`src/common/irq_pkg.sv`:
```
// Shared constants and types of the device interrupt enable logic
package irq_pkg;
    localparam int unsigned      REG_W          = 16;
    localparam int unsigned      DATA_W         = 32;
    localparam int unsigned      ADDR_W         = 12;
    localparam logic [11:0]      OFF_ENABLE_CLR = 12'h014;
    localparam logic [11:0]      OFF_ENABLE_SET = 12'h018;
    localparam logic [11:0]      OFF_FLAG       = 12'h01C;
    localparam logic [11:0]      OFF_EVT_STATUS = 12'h024;
    localparam logic [11:0]      OFF_EVT_CLEAR  = 12'h028;
    localparam logic [11:0]      OFF_EVT_ENABLE = 12'h02C;
    localparam int unsigned      BIT_SUSPEND    = 0;
    localparam int unsigned      BIT_SOF        = 2;
    localparam int unsigned      BIT_BUS_RESET  = 3;
    localparam int unsigned      BIT_LINE_ACT   = 4;
    localparam int unsigned      BIT_END_RESUME = 5;
    localparam int unsigned      BIT_UP_RESUME  = 6;
    localparam int unsigned      BIT_RAM_UFLOW  = 7;
    localparam int unsigned      BIT_LPM_NYET   = 8;
    localparam int unsigned      BIT_LPM_SUSP   = 9;
    localparam logic [15:0]      EVT_MASK       = 16'h03FD;
    localparam logic [15:0]      ENABLE_RST     = 16'h0000;
    localparam logic [15:0]      FLAG_RST       = 16'h0000;
    localparam int unsigned      CLK_MHZ        = 250;
    localparam int unsigned      FRAME_US       = 1000;
    localparam int unsigned      SUSPEND_MS     = 3;
    localparam int unsigned      SUSPEND_FRAMES = SUSPEND_MS * 1000 / FRAME_US;
    localparam int unsigned      FRAME_CYC      = FRAME_US * CLK_MHZ;

    typedef struct packed {
        logic [ADDR_W-1:0] paddr;
        logic              psel;
        logic              penable;
        logic              pwrite;
        logic [DATA_W-1:0] pwdata;
    } apb_req_t;

    typedef struct packed {
        logic [DATA_W-1:0] prdata;
        logic              pready;
        logic              pslverr;
    } apb_rsp_t;

    typedef enum logic [1:0] {
        ST_IDLE   = 2'b00,
        ST_ACCESS = 2'b01,
        ST_DONE   = 2'b10
    } apb_state_t;
endpackage : irq_pkg

```
`src/rtl/suspend_timer.sv`:
```
// Idle-time counter that reports bus suspend after three idle frames
`timescale 1ns/10ps
module suspend_timer
    import irq_pkg::*;
#(
    parameter int unsigned IDLE_CYC = SUSPEND_FRAMES * FRAME_CYC
) (
    input  wire logic clk,
    input  wire logic sys_rst,
    input  wire logic line_idle,
    output logic      suspend_pulse
);
    logic [31:0] idle_cnt_r;
    logic        fired_r;

    // Pulse once per idle period; line activity restarts the count
    always_ff @(posedge clk) begin
        if (sys_rst || !line_idle) begin
            idle_cnt_r    <= 32'h0000_0000;
            fired_r       <= 1'b0;
            suspend_pulse <= 1'b0;
        end else if (!fired_r && idle_cnt_r == IDLE_CYC - 1) begin
            fired_r       <= 1'b1;
            suspend_pulse <= 1'b1;
        end else begin
            suspend_pulse <= 1'b0;
            if (!fired_r) begin
                idle_cnt_r <= idle_cnt_r + 32'h0000_0001;
            end
        end
    end
endmodule : suspend_timer

```
`src/rtl/usb_device_irq_enable_logic.sv`:
```
// Shared interrupt enables, event flags and APB slave of the USB device
`timescale 1ns/10ps
module usb_device_irq_enable_logic (
    input  wire logic              clk,
    input  wire logic              sys_rst,
    input  wire irq_pkg::apb_req_t apb_req,
    output irq_pkg::apb_rsp_t      apb_rsp,
    input  wire logic [15:0]       event_pulse,
    input  wire logic              line_idle,
    output logic                   irq
);
    import irq_pkg::*;

    logic [15:0] enable_r;
    logic [15:0] flag_r;
    logic [15:0] evt_status_r;
    logic [15:0] evt_enable_r;
    logic [1:0]  idle_sync_r;
    logic        suspend_pulse;
    logic [15:0] set_in;
    logic        wr_acc;
    logic        rd_acc;
    logic        hit;
    logic [15:0] wdata;
    logic [15:0] rdata;
    apb_state_t  state_r;

    // Line idle comes from the line clock domain
    always_ff @(posedge clk) begin
        if (sys_rst) begin
            idle_sync_r <= 2'b00;
        end else begin
            idle_sync_r <= {idle_sync_r[0], line_idle};
        end
    end

    suspend_timer u_suspend_timer (
        .clk           (clk),
        .sys_rst       (sys_rst),
        .line_idle     (idle_sync_r[1]),
        .suspend_pulse (suspend_pulse)
    );

    // Suspend comes from the local timer; the rest from the detectors
    always_comb begin
        set_in              = event_pulse & EVT_MASK;
        set_in[BIT_SUSPEND] = suspend_pulse;
    end

    assign wdata  = apb_req.pwdata[15:0];
    assign wr_acc = apb_req.psel && apb_req.penable && apb_req.pwrite && state_r == ST_ACCESS;
    assign rd_acc = apb_req.psel && apb_req.penable && !apb_req.pwrite && state_r == ST_ACCESS;

    // Slave answers one cycle into the access phase
    always_ff @(posedge clk) begin
        if (sys_rst) begin
            state_r <= ST_IDLE;
        end else begin
            case (state_r)
                ST_IDLE: begin
                    if (apb_req.psel && !apb_req.penable) begin
                        state_r <= ST_ACCESS;
                    end
                end
                ST_ACCESS: begin
                    state_r <= ST_DONE;
                end
                ST_DONE: begin
                    state_r <= (apb_req.psel && !apb_req.penable) ? ST_ACCESS : ST_IDLE;
                end
                default: begin
                    state_r <= ST_IDLE;
                end
            endcase
        end
    end

    // One shared enable behind both addresses
    always_ff @(posedge clk) begin
        if (sys_rst) begin
            enable_r <= ENABLE_RST;
        end else if (wr_acc && apb_req.paddr == OFF_ENABLE_SET) begin
            enable_r <= enable_r | (wdata & EVT_MASK);
        end else if (wr_acc && apb_req.paddr == OFF_ENABLE_CLR) begin
            enable_r <= enable_r & ~(wdata & EVT_MASK);
        end
    end

    // Set wins over a simultaneous clear so no event is lost
    always_ff @(posedge clk) begin
        if (sys_rst) begin
            flag_r <= FLAG_RST;
        end else if (wr_acc && apb_req.paddr == OFF_FLAG) begin
            flag_r <= (flag_r & ~wdata & EVT_MASK) | set_in;
        end else begin
            flag_r <= flag_r | set_in;
        end
    end

    // Sticky record of events with its own clear and enable
    always_ff @(posedge clk) begin
        if (sys_rst) begin
            evt_status_r <= FLAG_RST;
        end else if (wr_acc && apb_req.paddr == OFF_EVT_CLEAR) begin
            evt_status_r <= (evt_status_r & ~wdata) | set_in;
        end else begin
            evt_status_r <= evt_status_r | set_in;
        end
    end

    always_ff @(posedge clk) begin
        if (sys_rst) begin
            evt_enable_r <= ENABLE_RST;
        end else if (wr_acc && apb_req.paddr == OFF_EVT_ENABLE) begin
            evt_enable_r <= wdata & EVT_MASK;
        end
    end

    // Registered so the output is glitch free; one cycle behind the flags
    always_ff @(posedge clk) begin
        if (sys_rst) begin
            irq <= 1'b0;
        end else begin
            irq <= |(flag_r & enable_r) || |(evt_status_r & evt_enable_r);
        end
    end

    always_comb begin
        hit   = 1'b1;
        rdata = 16'h0000;
        case (apb_req.paddr)
            OFF_ENABLE_CLR: rdata = enable_r;
            OFF_ENABLE_SET: rdata = enable_r;
            OFF_FLAG:       rdata = flag_r;
            OFF_EVT_STATUS: rdata = evt_status_r;
            OFF_EVT_CLEAR:  rdata = 16'h0000;
            OFF_EVT_ENABLE: rdata = evt_enable_r;
            default:        hit   = 1'b0;
        endcase
    end

    always_ff @(posedge clk) begin
        if (sys_rst) begin
            apb_rsp <= '0;
        end else begin
            apb_rsp.pready  <= apb_req.psel && apb_req.penable && state_r == ST_ACCESS;
            apb_rsp.pslverr <= apb_req.psel && apb_req.penable && state_r == ST_ACCESS && !hit;
            apb_rsp.prdata  <= rd_acc ? {16'h0000, rdata} : 32'h0000_0000;
        end
    end

    // Assertions
    property p_clr_en;
        @(posedge clk) disable iff (sys_rst)
        wr_acc && apb_req.paddr == OFF_ENABLE_CLR |=> (enable_r & $past(wdata) & EVT_MASK) == 0;
    endproperty
    a_clr_en: assert property (p_clr_en) else $error("enable not cleared");

    property p_clr_zero;
        @(posedge clk) disable iff (sys_rst)
        wr_acc && apb_req.paddr == OFF_ENABLE_CLR && wdata == 0 |=> $stable(enable_r);
    endproperty
    a_clr_zero: assert property (p_clr_zero) else $error("zero clear changed enables");

    // Bits written as zero must survive either side
    property p_clr_others;
        @(posedge clk) disable iff (sys_rst)
        wr_acc && apb_req.paddr == OFF_ENABLE_CLR
        |=> (enable_r & ~$past(wdata)) == ($past(enable_r) & ~$past(wdata));
    endproperty
    a_clr_others: assert property (p_clr_others) else $error("clear hit other bits");

    property p_set_others;
        @(posedge clk) disable iff (sys_rst)
        wr_acc && apb_req.paddr == OFF_ENABLE_SET
        |=> (enable_r & ~$past(wdata)) == ($past(enable_r) & ~$past(wdata));
    endproperty
    a_set_others: assert property (p_set_others) else $error("set hit other bits");

    property p_en_reserved;
        @(posedge clk) disable iff (sys_rst)
        (enable_r & ~EVT_MASK) == 16'h0000;
    endproperty
    a_en_reserved: assert property (p_en_reserved) else $error("reserved enable set");

    property p_flag_reserved;
        @(posedge clk) disable iff (sys_rst)
        (flag_r & ~EVT_MASK) == 16'h0000;
    endproperty
    a_flag_reserved: assert property (p_flag_reserved) else $error("reserved flag set");

    // Both addresses must return the one shared state
    property p_rd_shared;
        @(posedge clk) disable iff (sys_rst)
        rd_acc && (apb_req.paddr == OFF_ENABLE_CLR || apb_req.paddr == OFF_ENABLE_SET)
        |=> apb_rsp.prdata == {16'h0000, $past(enable_r)};
    endproperty
    a_rd_shared: assert property (p_rd_shared) else $error("enable readback wrong");

    property p_rd_flag;
        @(posedge clk) disable iff (sys_rst)
        rd_acc && apb_req.paddr == OFF_FLAG |=> apb_rsp.prdata == {16'h0000, $past(flag_r)};
    endproperty
    a_rd_flag: assert property (p_rd_flag) else $error("flag readback wrong");

    property p_flag_hold;
        @(posedge clk) disable iff (sys_rst)
        !(wr_acc && apb_req.paddr == OFF_FLAG) && set_in == 16'h0000 |=> $stable(flag_r);
    endproperty
    a_flag_hold: assert property (p_flag_hold) else $error("flag moved by itself");

    property p_flag_zero;
        @(posedge clk) disable iff (sys_rst)
        wr_acc && apb_req.paddr == OFF_FLAG && wdata == 0 && set_in == 16'h0000
        |=> $stable(flag_r);
    endproperty
    a_flag_zero: assert property (p_flag_zero) else $error("zero write cleared flag");

    property p_irq_low;
        @(posedge clk) disable iff (sys_rst)
        (flag_r & enable_r) == 16'h0000 && (evt_status_r & evt_enable_r) == 16'h0000 |=> !irq;
    endproperty
    a_irq_low: assert property (p_irq_low) else $error("request while disabled");

    property p_irq_high;
        @(posedge clk) disable iff (sys_rst)
        (flag_r & enable_r) != 16'h0000 |=> irq;
    endproperty
    a_irq_high: assert property (p_irq_high) else $error("enabled flag without request");

    // Reset values seen at the first edge after release
    property p_rst_vals;
        @(posedge clk) disable iff (sys_rst)
        $past(sys_rst) |-> flag_r == FLAG_RST && enable_r == ENABLE_RST;
    endproperty
    a_rst_vals: assert property (p_rst_vals) else $error("bad reset value");

    // Bus answer stands exactly one cycle
    property p_pready_pulse;
        @(posedge clk) disable iff (sys_rst)
        apb_rsp.pready |=> !apb_rsp.pready;
    endproperty
    a_pready_pulse: assert property (p_pready_pulse) else $error("pready held too long");

    property p_slverr;
        @(posedge clk) disable iff (sys_rst)
        apb_rsp.pslverr |-> apb_rsp.pready;
    endproperty
    a_slverr: assert property (p_slverr) else $error("error without ready");

    property p_upper_zero;
        @(posedge clk) disable iff (sys_rst)
        apb_rsp.prdata[31:16] == 16'h0000;
    endproperty
    a_upper_zero: assert property (p_upper_zero) else $error("upper read data not zero");

    // One register update per transfer
    property p_one_write;
        @(posedge clk) disable iff (sys_rst)
        wr_acc |=> !wr_acc;
    endproperty
    a_one_write: assert property (p_one_write) else $error("double write");

    property p_state_legal;
        @(posedge clk) disable iff (sys_rst)
        state_r inside {ST_IDLE, ST_ACCESS, ST_DONE};
    endproperty
    a_state_legal: assert property (p_state_legal) else $error("illegal bus state");

    property p_zero_keep;
        @(posedge clk) disable iff (sys_rst)
        wr_acc && apb_req.paddr == OFF_ENABLE_SET && wdata == 0 |=> $stable(enable_r);
    endproperty
    a_zero_keep: assert property (p_zero_keep) else $error("zero write changed enables");
    property p_set_en;
        @(posedge clk) disable iff (sys_rst)
        wr_acc && apb_req.paddr == OFF_ENABLE_SET |=> (($past(wdata) & EVT_MASK) & ~enable_r) == 0;
    endproperty
    a_set_en: assert property (p_set_en) else $error("enable not set");
    property p_irq;
        @(posedge clk) disable iff (sys_rst)
        ##1 irq == $past(|(flag_r & enable_r) || |(evt_status_r & evt_enable_r));
    endproperty
    a_irq: assert property (p_irq) else $error("irq mismatch");
    property p_bit1;
        @(posedge clk) disable iff (sys_rst) !enable_r[1] && !flag_r[1];
    endproperty
    a_bit1: assert property (p_bit1) else $error("unused bit set");
    property p_flag_clr;
        @(posedge clk) disable iff (sys_rst)
        wr_acc && apb_req.paddr == OFF_FLAG && wdata[BIT_SOF] && !set_in[BIT_SOF]
        |=> !flag_r[BIT_SOF];
    endproperty
    a_flag_clr: assert property (p_flag_clr) else $error("flag not cleared");
    property p_sof;
        @(posedge clk) disable iff (sys_rst) set_in[BIT_SOF] |=> flag_r[BIT_SOF];
    endproperty
    a_sof: assert property (p_sof) else $error("sof flag lost");
    property p_req;
        @(posedge clk) disable iff (sys_rst)
        flag_r[BIT_SUSPEND] && enable_r[BIT_SUSPEND] |=> irq;
    endproperty
    a_req: assert property (p_req) else $error("missing request");
    property p_susp;
        @(posedge clk) disable iff (sys_rst) suspend_pulse |=> flag_r[BIT_SUSPEND];
    endproperty
    a_susp: assert property (p_susp) else $error("suspend flag lost");
    c_irq: cover property (@(posedge clk) disable iff (sys_rst) $rose(irq));
    c_clr: cover property (@(posedge clk) disable iff (sys_rst)
        wr_acc && apb_req.paddr == OFF_ENABLE_CLR);
    c_susp: cover property (@(posedge clk) disable iff (sys_rst) suspend_pulse);
    c_flag_clr: cover property (@(posedge clk) disable iff (sys_rst)
        wr_acc && apb_req.paddr == OFF_FLAG && wdata != 16'h0000);
    c_sof_irq: cover property (@(posedge clk) disable iff (sys_rst)
        flag_r[BIT_SOF] && enable_r[BIT_SOF] ##1 irq);
endmodule : usb_device_irq_enable_logic

```
`config.mk`:
```
export PLATFORM = sky130hd
export DESIGN_NAME = usb_device_irq_enable_logic
export DESIGN_NICKNAME = d
export VERILOG_FILES = /design/src/common/irq_pkg.sv /design/src/rtl/suspend_timer.sv /design/src/rtl/usb_device_irq_enable_logic.sv
export SDC_FILE = /design/constraint.sdc
export NUM_CORES = 1
export LEC_CHECK = 0
export ABC_AREA = 1
export BUFFER_PORTS_ARGS = -buffer_cell sky130_fd_sc_hd__buf_2
export CORE_MARGIN = 1.5
export CORE_UTILIZATION = 50
export DETAILED_ROUTE_END_ITERATION = 8
export PLACE_DENSITY = 0.76
export SETUP_SLACK_MARGIN = 0.1
export SLEW_MARGIN = 20
export SYNTH_ARGS = -nofsm -noshare
export SYNTH_HDL_FRONTEND = slang
export SYNTH_HIERARCHICAL = 1
export SYNTH_SLANG_ARGS = --single-unit
```
`constraint.sdc`:
```
create_clock -name clk -period 1.4 [get_ports clk]
set_input_delay 0.14 -clock clk [delete_from_list [all_inputs] [get_ports clk]]
set_output_delay 0.14 -clock clk [all_outputs]
set_load 0.05 [all_outputs]
```
==> flow_metrics.py, run 1 <==
metrics = {
    "global_route": {
        "grt_use_total_pct": 26.8,
        "grt_max_degree": 29,
        "antenna_found_initial": 0,
        "grt_pass1_vias": 5148,
        "overflow": 0,
        "grt_pass1_wl_mm": 23.9,
    },
    "critical_path": {
        "endpoint_kind": "flop",
        "crit_arrival_ps": 1780,
        "cp.required_ps": 1680,
        "worstSetupPathType": "flop to flop",
        "cp_max_fo": 5,
        "worst_setup_path_start_kind": "flop",
    },
    "synthesis": {
        "netlist.area_leader.share_pct": 37.5,
        "synth-async-reset-ratio_pct": 0,
        "avgSynthCellArea_sq_um": 6.54,
        "post_synth_num_cell_types": 35,
        "ys.flop_type": "dfxtp_1",
        "ys_ff_latch": 100,
        "syn_inst": 816,
        "ys_seq_area_share_pct": 37.5,
        "netlist_top_cells_count": "nand2_1 (164), nor2_1 (162), dfxtp_1 (100), inv_1 (95), nand3_1 (77)",
        "synthTopCellsByArea": "dfxtp_1 (38%), nand2_1 (12%), nor2_1 (11%), nand3_1 (7.2%), inv_1 (6.7%)",
        "yosysMostFrequentCell": "nand2_1",
        "netlist_area_sq_mm": 0.00534,
        "ys.warnings.count": 6,
        "yosysTopAreaCell": "dfxtp_1",
        "synth_edf_count": 0,
    },
    "place": {
        "gp_congestion": 0.979,
        "pre_cts_slack_ps": -189,
        "place_inst": 1085,
        "numPortBuffers": 60,
        "place_area_sq_mm": 0.00642,
        "dp_hpwl_mm": 10.8,
    },
    "finish": {
        "instances_no_fill": 1121,
        "drive_above_1_share_pct": 32.7,
        "fillers": 829,
        "diodes": 0,
        "syn_to_final_growth_pct": 36.7,
        "nets": 1048,
        "final_area_sq_mm": 0.00729,
    },
    "hold_path": {
        "hp-class": "input port to flop",
    },
    "floorplanning": {
        "fp.dieH_microns": 106,
        "rows": 37,
        "io_pins": 101,
        "core_sq_mm": 0.0103,
        "die-area_sq_mm": 0.0113,
        "die_w_microns": 106,
        "start_util_pct": 51.7,
    },
    "route": {
        "ant_nets": 0,
        "routed-via-count": 5970,
        "drt_iter0_markers": 537,
        "wl_per_cell_microns": 14.6,
        "drt_wl_total_mm": 16.3,
        "first_pass_iters": 5,
        "avgViaCountPerCell": 5.33,
        "drc": 0,
    },
    "power": {
        "pwr_density_cell_mw_per_mm2": 691,
        "swShare_pct": 26.8,
        "switching_power_w": 0.00135,
        "combPwrFrac_pct": 8.1,
        "ir_drop_v": 0.000433,
        "total_power_w": 0.00504,
        "p_clk_share_pct": 34.2,
        "leakagePower_nw": 3.03,
        "seqPwrFrac_pct": 57.7,
        "p_int_w": 0.00369,
    },
    "sta": {
        "fin_ws_ps": -104,
        "post-route-min-period_ps": 1500,
        "setup_violations": 27,
        "finalClockSkew_ps": 12.5,
        "hold_violations": 0,
        "final_max_slew_viol_count": 0,
        "post-route-period-util_pct": 107,
        "rsz0062_at_grt": "true",
        "max_clock_freq_mhz": 665,
    },
    "cts": {
        "cts_tree": "built",
        "clock_path_buffers": 2,
        "clock_sinks": 100,
        "clkSlewWorstSetupHoldPaths_ps": 90,
        "numCtsBuffers": 9,
        "htreeDepth": 3,
        "cts-root-buf": "clkbuf_8",
        "clock_latency_ps": 390,
    },
    "job": {
        "drv_cap": 0,
    },
    "status": {
        "failed_checks": "setup timing",
        "outcome": "finished, violations left",
    },
}
==> critical path, stage by stage, from the launching register on <==
cell,delay [ps]
dfxtp_4,380
ha_4,160
inv_2,40
nor2_4,170
nand3b_1,100
nor2_1,130
nand2_2,130
nand2_4,110
inv_4,50
nor2_2,90
nor2_1,40
==> what timing repair did <==
action                                  4_1_cts  5_1_grt
setup buffers                                 0       14
hold buffers                                  5        0
hold endpoints to repair                      5        0
endpoints found under the setup margin       67       81
gates cloned                                  0        3
gates resized for setup                      34      133
pin swaps                                     4       64
==> cells by family (layout without fill, tap and decap cells) <==
group / Yosys count / count (layout) / share of synthesized area (%)
AND/OR/NAND/NOR: 480 / 480 / 41.0
XOR/XNOR: 1 / 1 / 0.164
AO/OA/AOI/OAI: 96 / 96 / 9.05
flip-flops: 100 / 100 / 37.5
buffers and inverters: 137 / 291 / 11.9
adder cells (fa/ha/maj): 1 / 1 / 0.234
other: 1 / 16 / 0.0703
==> power by group through the flow <==
stage	clock network [W]	registers, W	logic [W]
2_1_floorplan	0	0.00297	0.000257
5_1_grt	0.00186	0.00291	0.000439
6_report	0.00172	0.00291	0.000408
4_1_cts	0.00174	0.00291	0.000372
3_5_place_dp	0	0.00298	0.000357
3_3_place_gp	0	0.00298	0.000353
==> registers in the layout, indices dropped and copies added (netlist names) <==
name,flops
u_suspend_timer/idle_cnt_r,32
apb_rsp,18
evt_status_r,16
enable_r,9
evt_enable_r,9
flag_r,9
idle_sync_r,2
state_r,2
irq,1
u_suspend_timer/fired_r,1
u_suspend_timer/suspend_pulse,1
==> placed cells by master, fill, tap and decap left out, drive strengths merged, types with 14 or more instances in the layout <==
cell,count
nand2,170
inv,99
o21ai,42
a21oi,52
dfxtp,100
nand3,84
conb,16
nand4,30
nor3,14
buf,167
nor2,175
clkbuf,14
==> worst paths after layout <==
path,startpoint,endpoint,slack [ps],cells past startpoint
worst max-delay path,u_suspend_timer/idle_cnt_r[0],u_suspend_timer/idle_cnt_r[1],-100,10
worst min-delay path,apb_req[12],evt_status_r[12],8,4
worst max register to register,u_suspend_timer/idle_cnt_r[0],u_suspend_timer/idle_cnt_r[1],-100,10
worst min register to register,idle_sync_r[0],idle_sync_r[1],410,2
==> metrics by stage <==
stage               hold slack [ps]  TNS [ps]  util, %
floorplan                       209         0        -
CTS                           0.800      -764     65.2
global placement                346     -1620     62.2
finish                         7.90     -1320     70.6
global route                   20.8     -5150     70.6
detailed placement              346     -1820     62.2
==> cell type report <==
class                      count  area [sq um]  area share (%)
multi-input combinational    594          3170            43.5
timing repair buffer         175          1350            18.5
tap                          136           170            2.33
clock buffer                  11           141            1.94
inverter                     101           397            5.44
clock inverter                 4          26.3           0.360
sequential                   100          2040            28.0
==> routing by layer <==
metal	GRT usage, %	up-vias	part of all wire [%]	routed length [microns]
met2	42.4	278	45	7430
met5	0	-	0	0
met4	8.20	0	2.6	418
li1	-	2923	-	-
met3	5.21	42	8.7	1430
met1	36.7	2727	43	7060
(Power assumes the default switching activity.)
==> run 2: changes to the inputs <==
--- a/config.mk
+++ b/config.mk
@@ -6,12 +6,11 @@
 export NUM_CORES = 1
 export LEC_CHECK = 0
 export ABC_AREA = 1
-export BUFFER_PORTS_ARGS = -buffer_cell sky130_fd_sc_hd__buf_2
+export BUFFER_PORTS_ARGS = -buffer_cell sky130_fd_sc_hd__buf_4
 export CORE_MARGIN = 1.5
 export CORE_UTILIZATION = 50
 export DETAILED_ROUTE_END_ITERATION = 8
 export PLACE_DENSITY = 0.76
-export SETUP_SLACK_MARGIN = 0.1
 export SLEW_MARGIN = 20
 export SYNTH_ARGS = -nofsm -noshare
 export SYNTH_HDL_FRONTEND = slang
==> run 2 against run 1 <==
Core utilization is 0.12 points lower; clock power is 3% higher; sequential cell count stayed put; sequential power hardly changed; maximum frequency is 2.8% lower; highest routed layer unchanged; non-clock buffer count is 10 lower; the flow still finishes with violations (setup timing).
==> flow_metrics.py, run 2 (same netlist as run 1, synthesis figures left out) <==
metrics = {
    "finish": {
        "reg_top3": "u_suspend_timer/idle_cnt_r: 32 flops, apb_rsp: 18 flops, evt_status_r: 16 flops",
        "utilization_pct": 70.5,
        "drive_above_1_share_pct": 32.4,
        "regMostFlops": "u_suspend_timer/idle_cnt_r",
        "final_cell_mix": "buf_4 (154), nand2_1 (151), nor2_1 (135)",
        "instances_no_fill": 1116,
        "final_common_cell": "buf_4",
        "diodes": 0,
        "syn_to_final_growth_pct": 36.4,
        "nets": 1042,
        "largest_register_ffs": 32,
    },
    "critical_path": {
        "worst_setup_path_start_kind": "flop",
        "reg2reg_from": "u_suspend_timer/idle_cnt_r[10]",
        "path_buf_inv": 1,
        "rrSetupSlack_ps": -150,
        "crit_slowest_cell": "dfxtp_4",
        "path_common_cell": "nor2_1",
        "slowest_delay_ps": 370,
        "cp.required_ps": 1670,
        "cp_top_family": "simple AND/OR/NAND/NOR gates",
        "worstSetupPathType": "flop to flop",
        "reg2reg_depth": 8,
        "cp_max_fo": 7,
        "r2r_end": "u_suspend_timer/idle_cnt_r[26]",
        "endpoint_kind": "flop",
        "crit_arrival_ps": 1820,
        "cp.depth": 8,
        "crit_chain": "inv_2 -> nand2_1 -> nor2_1 -> nand2_2 -> nor2_4 -> nand3_4 -> a21oi_2 -> nor2_1",
    },
    "global_route": {
        "grtUsageMet2_pct": 44.5,
        "grt_pass1_wl_mm": 25.0,
        "grt_max_degree": 26,
        "grt_pass1_vias": 5289,
        "antenna_found_initial": 0,
        "grtUsageMet1_pct": 38.0,
        "met3_usage_pct": 5.76,
        "overflow": 0,
        "grt_use_total_pct": 27.8,
        "top_usage_layer": "met2",
    },
    "cts": {
        "clock_sinks": 100,
        "htreeDepth": 3,
        "cts_tree": "built",
        "clock_latency_ps": 370,
        "clkSlewWorstSetupHoldPaths_ps": 100,
        "cts-root-buf": "clkbuf_8",
        "numCtsBuffers": 9,
        "clock_path_buffers": 2,
    },
    "sta": {
        "rsz0062_at_grt": "true",
        "fin_ws_ps": -147,
        "hold_violations": 0,
        "finalClockSkew_ps": 15.9,
        "max_clock_freq_mhz": 646,
        "final_max_slew_viol_count": 0,
        "setup_violations": 19,
        "post-route-period-util_pct": 111,
        "post-route-min-period_ps": 1550,
    },
    "floorplanning": {
        "fp.dieH_microns": 106,
        "die-area_sq_mm": 0.0113,
        "start_util_pct": 51.7,
        "io_pins": 101,
        "core_sq_mm": 0.0103,
        "rows": 37,
        "die_w_microns": 106,
    },
    "place": {
        "gp_congestion": 0.956,
        "dp_hpwl_mm": 11.0,
        "place_inst": 1085,
        "numPortBuffers": 60,
    },
    "power": {
        "pwr_density_cell_mw_per_mm2": 696,
        "total_power_w": 0.00506,
        "ir_drop_v": 0.000823,
        "leakagePower_nw": 2.99,
    },
    "route": {
        "drc": 0,
        "first_pass_iters": 5,
        "ant_nets": 0,
        "routed-via-count": 5795,
        "drt_wl_total_mm": 15.6,
        "wl_per_cell_microns": 14.0,
        "drt_iter0_markers": 441,
        "avgViaCountPerCell": 5.19,
    },
    "status": {
        "failed_checks": "setup timing",
        "outcome": "finished, violations left",
    },
    "hold_path": {
        "hp-class": "input port to flop",
        "min_path_cells": 4,
        "min_from": "apb_req[13]",
        "whs_endpoint": "evt_status_r[13]",
    },
    "job": {
        "drv_cap": 0,
    },
}
## run 2: layout make-up
class	count	area (sq um)
Clock buffer	10	128
Clock inverter	6	57.6
Fill cell	841	3050
Inverter	101	390
Multi-Input combinational cell	597	3160
Sequential cell	100	2050
Tap cell	136	170
Timing Repair Buffer	165	1310
Timing Repair inverter	1	6.26
## run 2: report_power, final
group	leakage (nW)	internal [W]	total (W)	switching, W
combinational	2.08	0.000141	0.000400	0.000259
clock	0.0863	0.000678	0.00177	0.00109
sequential	0.825	0.00286	0.00290	0.0000321
## run 2: stage by stage
step                      area, sq um  hold WS, ps  setup TNS [ps]  setup slack [ps]
after global routing             7280         3.44           -3570              -214
after CTS                        7000        0.572           -1700              -135
after floorplan                  5410          209               0              10.0
after global placement           6510          335           -1900              -123
final                            7280         13.1           -1900              -147
after detailed placement         6510          335           -2590              -175
## run 2: how the worst max path moves through the flow
stage	slack, ps	to	from
floorplan	10	u_suspend_timer/idle_cnt_r[26]	u_suspend_timer/idle_cnt_r[1]
global placement	-120	u_suspend_timer/idle_cnt_r[28]	u_suspend_timer/idle_cnt_r[12]
detailed placement	-170	u_suspend_timer/idle_cnt_r[21]	u_suspend_timer/idle_cnt_r[1]
CTS	-130	u_suspend_timer/idle_cnt_r[27]	u_suspend_timer/idle_cnt_r[0]
global route	-210	u_suspend_timer/idle_cnt_r[18]	u_suspend_timer/idle_cnt_r[0]
finish	-150	u_suspend_timer/idle_cnt_r[26]	u_suspend_timer/idle_cnt_r[10]
## run 2: timing repair
item                                   CTS  global route
gates cloned                             3             1
buffers inserted                         4             5
setup endpoints to repair               26            59
endpoints found under the hold margin    2             1
pin swaps                               18            27
resized for setup                       59            86
hold buffers                             2             1
## run 2: metal layers
metal	up-vias	routed length, microns	share of wire [%]
li1	2914	-	-
met1	2633	7150	46
met2	230	7150	46
met3	18	1130	7.2
met4	0	199	1.3
met5	-	0	0
## run 2: worst register-to-register path, stage by stage, from the launching register on
cell and delay (ps):
dfxtp_4 370, inv_2 50, nand2_1 90, nor2_1 150
nand2_2 90, nor2_4 240, nand3_4 220, a21oi_2 190
nor2_1 50
==> run 3: changes to the inputs <==
--- a/config.mk
+++ b/config.mk
@@ -7,6 +7,7 @@
 export LEC_CHECK = 0
 export ABC_AREA = 1
 export BUFFER_PORTS_ARGS = -buffer_cell sky130_fd_sc_hd__buf_4
+export CORE_ASPECT_RATIO = 0.5
 export CORE_MARGIN = 1.5
 export CORE_UTILIZATION = 50
 export DETAILED_ROUTE_END_ITERATION = 8
==> run 3 against run 2 <==
The flow still finishes with violations (setup timing); global-route usage fell by 1.1 points; register-to-register slack hardly changed; combinational power about the same; routed wire length rose by 0.48%; clock power up 38%; clock skew down 9.7 ps; sequential cell count did not move; core utilization grew 1.9 points; critical path depth is 2 higher; critical path type unchanged.
==> flow_metrics.py, run 3 (same netlist as run 1, synthesis figures left out) <==
metrics = {
    "route": {
        "drt_wl_total_mm": 15.7,
        "first_pass_iters": 5,
        "avgViaCountPerCell": 5.25,
        "ant_nets": 0,
        "drt_iter0_markers": 433,
        "drc": 0,
        "routed-via-count": 5898,
        "wl_per_cell_microns": 14.0,
    },
    "critical_path": {
        "reg2reg_from": "u_suspend_timer/idle_cnt_r[1]",
        "crit_slowest_cell": "dfxtp_4",
        "crit_chain": "ha_4 -> inv_2 -> nor2_4 -> buf_6 -> nand3b_1 -> nor2_1 -> nand2_2 -> buf_4 -> nand3_1 -> a21oi_1",
        "crit_end": "u_suspend_timer/idle_cnt_r[9]",
        "crit_arrival_ps": 1770,
        "endpoint_kind": "flop",
        "cp.required_ps": 1630,
        "cp_max_fo": 6,
        "worstSetupPathType": "flop to flop",
        "worst_setup_path_start_kind": "flop",
        "rrSetupSlack_ps": -140,
        "startpoint": "u_suspend_timer/idle_cnt_r[1]",
        "r2r_end": "u_suspend_timer/idle_cnt_r[9]",
        "reg2reg_depth": 10,
        "slowest_delay_ps": 370,
    },
    "finish": {
        "reg_top3": "u_suspend_timer/idle_cnt_r: 32 flops, apb_rsp: 18 flops, evt_status_r: 16 flops",
        "fillers": 823,
        "diodes": 0,
        "drive_above_1_share_pct": 32.5,
        "final_cell_mix": "nand2_1 (150), buf_4 (150), nor2_1 (132)",
        "nets": 1046,
        "largest_register_ffs": 32,
        "syn_to_final_growth_pct": 39.6,
        "regMostFlops": "u_suspend_timer/idle_cnt_r",
    },
    "floorplanning": {
        "die-area_sq_mm": 0.0113,
        "rows": 26,
        "start_util_pct": 51.9,
        "io_pins": 101,
        "die_w_microns": 149,
        "fp.dieH_microns": 76.0,
        "core_sq_mm": 0.0103,
    },
    "sta": {
        "final.setup.tns_ps": -2090,
        "fin_ws_ps": -136,
        "setup_violations": 28,
        "final_max_slew_viol_count": 0,
        "finalClockSkew_ps": 6.19,
        "max_clock_freq_mhz": 651,
        "rsz0062_at_grt": "true",
        "hold_violations": 0,
        "post-route-min-period_ps": 1540,
        "post-route-period-util_pct": 110,
    },
    "power": {
        "pwr_density_cell_mw_per_mm2": 771,
        "leakagePower_nw": 3.05,
        "ir_drop_v": 0.000579,
    },
    "place": {
        "pre_cts_slack_ps": -238,
        "gp_congestion": 0.955,
        "dp_hpwl_mm": 11.0,
        "numPortBuffers": 60,
    },
    "cts": {
        "clkSlewWorstSetupHoldPaths_ps": 70,
        "numCtsBuffers": 9,
        "clock_path_buffers": 2,
        "htreeDepth": 3,
        "clock_sinks": 100,
        "clock_latency_ps": 350,
        "cts-root-buf": "clkbuf_16",
        "cts_tree": "built",
    },
    "job": {
        "drv_cap": 0,
    },
    "hold_path": {
        "hp-class": "input port to flop",
    },
    "global_route": {
        "grt_max_degree": 26,
        "overflow": 0,
        "grt_pass1_vias": 5397,
        "grt_pass1_wl_mm": 24.1,
        "antenna_found_initial": 0,
        "grt_use_total_pct": 26.6,
    },
    "status": {
        "failed_checks": "setup timing",
        "outcome": "finished, violations left",
    },
}
[run 3: through the flow]
step / hold slack (ps) / std cells / total power, W / utilization [%] / cell area (sq um)
after floorplan: 209 / 831 / 0.00323 / - / 5410
after global placement: 323 / 1087 / 0.00335 / 63.3 / 6510
after detailed placement: 328 / 1087 / 0.00336 / 63.3 / 6510
after CTS: 11.8 / 1108 / 0.00578 / 67.8 / 6970
after global routing: 18.7 / 1124 / 0.00593 / 72.4 / 7450
final: 11.3 / 1124 / 0.00574 / 72.4 / 7450
[run 3: area by class of cell]
cell class / instances / area (sq um) / area share, %
Clock buffer: 11 / 243 / 3.26
Clock inverter: 5 / 42.5 / 0.571
Inverter: 101 / 395 / 5.31
Multi-Input combinational cell: 596 / 3160 / 42.4
Sequential cell: 100 / 2040 / 27.4
Tap cell: 140 / 175 / 2.35
Timing Repair Buffer: 171 / 1390 / 18.7
[run 3: worst min-delay path by stage]
stage / start / to / slack, ps / cells after the start
floorplan: sys_rst / evt_status_r[0] / 210 / 1
global placement: apb_req[33] / state_r[0] / 320 / 2
detailed placement: apb_req[33] / state_r[0] / 330 / 2
CTS: sys_rst / idle_sync_r[0] / 10 / 2
global route: sys_rst / idle_sync_r[0] / 20 / 2
finish: sys_rst / idle_sync_r[0] / 10 / 2
[run 3: what timing repair did]
item,in CTS,in global routing
setup buffers,3,14
pin swaps,10,32
resized for setup,46,114
hold endpoints to repair,2,0
hold buffers,2,0
cloned,0,2
setup endpoints to repair,40,73
[run 3: power by group]
group | internal (W) | switching [W] | leakage [nW] | total [W]
registers | 0.00287 | 0.0000340 | 0.823 | 0.00290
logic | 0.000140 | 0.000261 | 2.09 | 0.000402
clock network | 0.00128 | 0.00116 | 0.137 | 0.00244
total | 0.00429 | 0.00145 | 3.05 | 0.00574
[run 3: critical path, delay by kind of cell (launching register included)]
family                   cells  cell delay (ps)
AO/OA/AOI/OAI                1               60
adder cells (fa/ha/maj)      1              160
buffers and inverters        3              320
flip-flops                   1              370
AND/OR/NAND/NOR              5              500
[run 3: per-layer routing]
metal	GRT usage [%]	up-vias	routed length, microns
li1	-	2915	-
met1	31.7	2721	6650
met2	46.9	217	7670
met3	6.05	45	941
met4	9.50	0	441
met5	0	-	0
